--- src/hdl/sbalu_pkg.sv ---
// Package: types and constants of the subtract-with-borrow datapath slice
package sbalu_pkg;

   localparam int SBALU_DATA_W = 8;
   localparam int SBALU_MSB = 7;
   localparam int SBALU_NIB_W = 4;
   localparam logic [7:0] SBALU_ACC_RST = 8'h00;
   localparam logic SBALU_FLAG_RST = 1'b0;
   localparam int SBALU_LATENCY = 1;

   typedef enum logic [1:0] {
      SBALU_OP_NONE,
      SBALU_OP_TO_ACC,
      SBALU_OP_TO_MEM
   } sbalu_op_t;

   // Status flags kept by the slice
   typedef struct packed {
      logic signed_range_flag;
      logic null_result_flag;
      logic half_byte_carry;
      logic borrow_inverse_flag;
   } sbalu_flags_t;

   // One executed instruction request
   typedef struct packed {
      logic valid;
      sbalu_op_t op;
      logic [7:0] mem_data;
   } sbalu_req_t;

   // Memory write-back
   typedef struct packed {
      logic wr_en;
      logic [7:0] wr_data;
   } sbalu_memwr_t;

   localparam sbalu_flags_t SBALU_FLAGS_RST = '{SBALU_FLAG_RST, SBALU_FLAG_RST,
                                                SBALU_FLAG_RST, SBALU_FLAG_RST};

endpackage : sbalu_pkg

--- src/hdl/sbalu_top.sv ---
// Module: subtract-with-borrow datapath slice with accumulator and flags
`timescale 1ns/10ps
module sbalu_top
   import sbalu_pkg::*;
(
   // Clock and reset
   input wire logic CLK_IN,
   input wire logic SYS_RST_IN,
   // Instruction request from decode
   input wire sbalu_req_t REQ_IN,
   // Accumulator load from other instructions
   input wire logic ACC_LOAD_IN,
   input wire logic [7:0] ACC_LOAD_DATA_IN,
   // Flag load, e.g. status register writes
   input wire logic FLAGS_LOAD_IN,
   input wire sbalu_flags_t FLAGS_LOAD_DATA_IN,
   // State and write-back
   output sbalu_memwr_t MEM_WR_OUT,
   output logic [7:0] ACC_OUT,
   output sbalu_flags_t FLAGS_OUT
);

   // ==========================================================
   // Subtractor
   logic borrow_in;
   logic [8:0] diff_full;
   logic [4:0] diff_nib;
   logic [7:0] diff;
   logic exec;

   logic [7:0] acc_q, acc_d;
   sbalu_flags_t flags_q, flags_d;
   sbalu_memwr_t memwr_q, memwr_d;

   // Opcode decode shared by the datapath and its checks
   function automatic logic is_sub_op(input sbalu_op_t op);
      return (op == SBALU_OP_TO_ACC) || (op == SBALU_OP_TO_MEM);
   endfunction

   assign exec = REQ_IN.valid && is_sub_op(REQ_IN.op);
   assign borrow_in = ~flags_q.borrow_inverse_flag;
   // Ninth bit is the borrow out of the eight-bit difference
   assign diff_full = {1'b0, acc_q} - {1'b0, REQ_IN.mem_data} - {8'h00, borrow_in};
   assign diff_nib = {1'b0, acc_q[3:0]} - {1'b0, REQ_IN.mem_data[3:0]} - {4'h0, borrow_in};
   assign diff = diff_full[7:0];

   // ==========================================================
   // Next state
   always_comb begin
      acc_d = acc_q;
      flags_d = flags_q;
      memwr_d = '{1'b0, memwr_q.wr_data};
      if (exec) begin
         flags_d.borrow_inverse_flag = ~diff_full[8];
         flags_d.null_result_flag = (diff == 8'h00);
         flags_d.half_byte_carry = ~diff_nib[4];
         // Signs of operands differ and result sign differs from minuend
         flags_d.signed_range_flag = (acc_q[SBALU_MSB] ^ REQ_IN.mem_data[SBALU_MSB])
                                   & (acc_q[SBALU_MSB] ^ diff[SBALU_MSB]);
         if (REQ_IN.op == SBALU_OP_TO_ACC) begin
            acc_d = diff;
         end else begin
            memwr_d = '{1'b1, diff};
         end
      end else begin
         // Executing instruction takes priority over outside loads
         if (ACC_LOAD_IN) begin
            acc_d = ACC_LOAD_DATA_IN;
         end
         if (FLAGS_LOAD_IN) begin
            flags_d = FLAGS_LOAD_DATA_IN;
         end
      end
   end

   always_ff @(posedge CLK_IN) begin
      if (SYS_RST_IN) begin
         acc_q <= SBALU_ACC_RST;
         flags_q <= SBALU_FLAGS_RST;
         memwr_q <= '{1'b0, 8'h00};
      end else begin
         acc_q <= acc_d;
         flags_q <= flags_d;
         memwr_q <= memwr_d;
      end
   end

   assign ACC_OUT = acc_q;
   assign FLAGS_OUT = flags_q;
   assign MEM_WR_OUT = memwr_q;
endmodule // sbalu_top

--- config.mk ---
export PLATFORM = sky130hd
export DESIGN_NAME = sbalu_top
export DESIGN_NICKNAME = d
export VERILOG_FILES = /design/src/hdl/sbalu_pkg.sv /design/src/hdl/sbalu_top.sv
export SDC_FILE = /design/constraint.sdc
export NUM_CORES = 1
export LEC_CHECK = 0
export BUFFER_PORTS_ARGS = -buffer_cell sky130_fd_sc_hd__buf_2
export CAP_MARGIN = 20
export CORE_ASPECT_RATIO = 0.7
export CORE_UTILIZATION = 32
export DETAILED_ROUTE_END_ITERATION = 6
export HOLD_SLACK_MARGIN = 0.15
export PLACE_DENSITY = 0.56
export SYNTH_ARGS = -nofsm -noshare
export SYNTH_HDL_FRONTEND = slang
export SYNTH_SLANG_ARGS = --single-unit
--- constraint.sdc ---
create_clock -name CLK_IN -period 2.3 [get_ports CLK_IN]
set_input_delay 0.345 -clock CLK_IN [delete_from_list [all_inputs] [get_ports CLK_IN]]
set_output_delay 0.345 -clock CLK_IN [all_outputs]
set_load 0.05 [all_outputs]
==> flow_summary.toml <==
[critical_path]
path_class = "reg2reg"
end_kind = "flip-flop"
worst_ep_arrival_time_ns = 2.44
ff2ff_setup_slack_ns = 0.01
crit_fanout = 3
r2r_cells = 8
worstPathRequired_ns = 2.45
rr_startpoint = "ACC_OUT[0]"
cp-start-kind = "flip-flop"
r2r_end = "FLAGS_OUT[3]"

[place]
io_buffers = 47
pre_cts_ws_ns = -0.1372
globalplace.congestion = 0.8487
hpwlAfterDp_um = 3173

[synthesis]
ys_warn_count = 0
synth_cell_type_count = 33
synthCells = 179
yosysSeqAreaShare_pct = 29.66
synth_seq_cells = 21
netlist_area_um2 = 1418
synth_nets = 223
syn_avg_cell_area_um2 = 7.920

[finish]
drive_gt1_share_pct = 44.08
fillers = 417
area_growth_pct = 48.28
fin_util_pct = 51.41
diodes = 0
fin_nets = 290
mostFrequentLayoutCell = "buf_2"
final_cell_mix = "buf_2 (47), nand2_1 (25), buf_4 (21), inv_1 (20), nor2_1 (15)"

[floorplanning]
start_util_pct = 34.67
die_area_um2 = 4704
io_pins = 48
die_w_um = 81.55
num_rows = 19
core_um2 = 4089
die_h_um = 57.69

[run_status]
outcome = "completed"

[route]
via_per_inst = 5.027
drc_errors = 0
wl_per_cell_um = 13.42
antenna_left = 0
first_pass_iters = 4
drt_wl_total_um = 3985
num_vias = 1493
drtIter0Drc = 48

[sta]
rsz0062_at_grt = "true"
setup_violations = 0
fin_crit_sh_pct = 99.44
worstMarginPinSlew_ns = 0.3859
maxSlewViolCount = 0
slew_headroom_pct = 74.13
final_hold_viol_count = 0
fmax_mhz = 437.2
fin_ws_ns = 0.01295
min_period_ns = 2.287
finalClockSkew_ns = 0.004390

[power]
combinationalPowerShare_pct = 55.4
p_int_uw = 867.3
peakVddDrop_uv = 312.8
p_sw_uw = 638.2
clkPwrFrac_pct = 16.5
p_total_mw = 1.506
p_leak_nw = 0.9706
p_per_area_nw_per_um2 = 716.2
seqPwrFrac_pct = 28.0
sw_frac_of_total_pct = 42.39

[min_path]
worstHoldPathCells = 3
min_from = "FLAGS_LOAD_DATA_IN[0]"
whs_endpoint = "FLAGS_OUT[0]"
min_path_type = "in2reg"

[job]
drv_cap = 0

[clocking]
clk-insertion-delay-late_ns = 0.26
path_clk_slew_ns = 0.08
htreeDepth = 1
cts.hold.buffers_added = 0
cts_buffers = 3
cts_tree = "yes"
max-clock-path-buffers = 2
cts_root_buffer = "clkbuf_8"
cts.sinks = 21

[grt]
overflow = 0
grt_usage_pct = 18.35
grt_max_degree = 16
grt_pass1_wl_um = 6610
antenna_found_initial = 0
first_global_vias = 1450
[cells in the mapped netlist]
library cell	number	area, um^2
or4_4	1	11.26
xor2_1	2	17.52
nand2_1	26	97.59
dfxtp_1	21	420.4
a21oi_1	14	70.07
o31ai_1	3	22.52
a211oi_1	4	30.03
clkbuf_1	6	22.52
a32oi_1	1	8.760
nand2b_1	3	18.77
o21ai_0	2	10.01
or4_1	1	7.510
a21o_1	2	15.01
a311o_2	1	11.26
fa_1	2	40.04
xnor2_1	5	43.79
nor2_1	16	60.06
inv_1	23	86.33
and2b_2	1	8.760
ha_1	15	187.7
a21oi_2	1	8.760
a2111oi_2	1	15.01
a311oi_1	2	17.52
nor4_1	1	6.260
nand3_1	3	15.01
nor2b_1	1	6.260
a221oi_1	4	35.03
a2111oi_1	1	10.01
nor3_1	6	30.03
o211ai_1	2	15.01
o21a_1	3	22.52
mux2i_1	4	40.04
nand4_1	1	6.260
[sequential cells by signal, indices dropped and copies added, names as in the netlist]
register / count
MEM_WR_OUT: 9
ACC_OUT: 8
FLAGS_OUT: 4
[worst max-delay path by stage]
stage                           from             to  slack [ns]  cells after the start
after floorplan           ACC_OUT[0]   FLAGS_OUT[3]       -0.02                      8
after global placement     REQ_IN[0]   FLAGS_OUT[0]       -0.08                      9
after detailed placement   REQ_IN[0]     ACC_OUT[6]       -0.14                      9
after CTS                 ACC_OUT[0]  MEM_WR_OUT[5]       0.008                     10
after global routing      ACC_OUT[0]   FLAGS_OUT[2]       -0.04                      9
final                     ACC_OUT[0]   FLAGS_OUT[3]        0.01                      8
[routing by layer]
metal / global-route usage (%) / vias up / wire (um)
met5: 0 / - / 0
met4: 2.296 / 0 / 13
met3: 4.252 / 2 / 217
met2: 29.05 / 38 / 1776
met1: 26.07 / 705 / 1978
li1: - / 748 / -
[power groups by stage]
stage          sequential (mW)  combinational, mW  clock (mW)
2_1_floorplan            0.560              0.386           0
3_3_place_gp             0.429              0.747           0
3_5_place_dp             0.430              0.749           0
4_1_cts                  0.422              0.772       0.260
5_1_grt                  0.428              0.911       0.284
6_report                 0.422              0.834       0.249
[final cells by class]
type / instances / area (um^2) / area share [%]
Clock inverter: 1 / 5.005 / 0.2381
Timing Repair Buffer: 68 / 392.9 / 18.69
Sequential cell: 21 / 447.9 / 21.31
Multi-Input combinational cell: 129 / 1061 / 50.48
Inverter: 23 / 88.84 / 4.226
Tap cell: 52 / 65.06 / 3.095
Clock buffer: 3 / 41.29 / 1.964
[cell families after synthesis]
logic type      synth area share [%]
compound gates                 20.56
simple gates                   18.89
xor+xnor                       4.325
mux                            2.824
buf+inv                        7.678
fa+ha+maj                      16.06
flops                          29.66
[per-stage QoR]
step                hold WS (ns)  instances  setup TNS (ns)  instance area, um^2
finish                    0.3361        297               0                 2102
global route              0.3316        297        -0.09853                 2102
CTS                       0.3306        296               0                 1997
detailed placement        0.4470        292         -0.4035                 1926
global placement          0.4465        292         -0.1604                 1926
floorplan                 0.4874        179        -0.04975                 1498
[worst max-delay path, cell delays in order (launching register included)]
cell	delay, ns
dfxtp_4	0.35
inv_2	0.04
fa_2	0.37
inv_2	0.10
ha_4	0.22
nand2_4	0.08
a21oi_4	0.06
or4_4	0.56
a311o_2	0.40
[timing repair]
action / CTS / global route
cloned: 0 / 0
pin swaps: 2 / 7
setup buffers: 0 / 1
endpoints found under the hold margin: 0 / 0
endpoints found under the setup margin: 4 / 9
gates resized for setup: 3 / 17
Power figures use the tool's default switching activity.
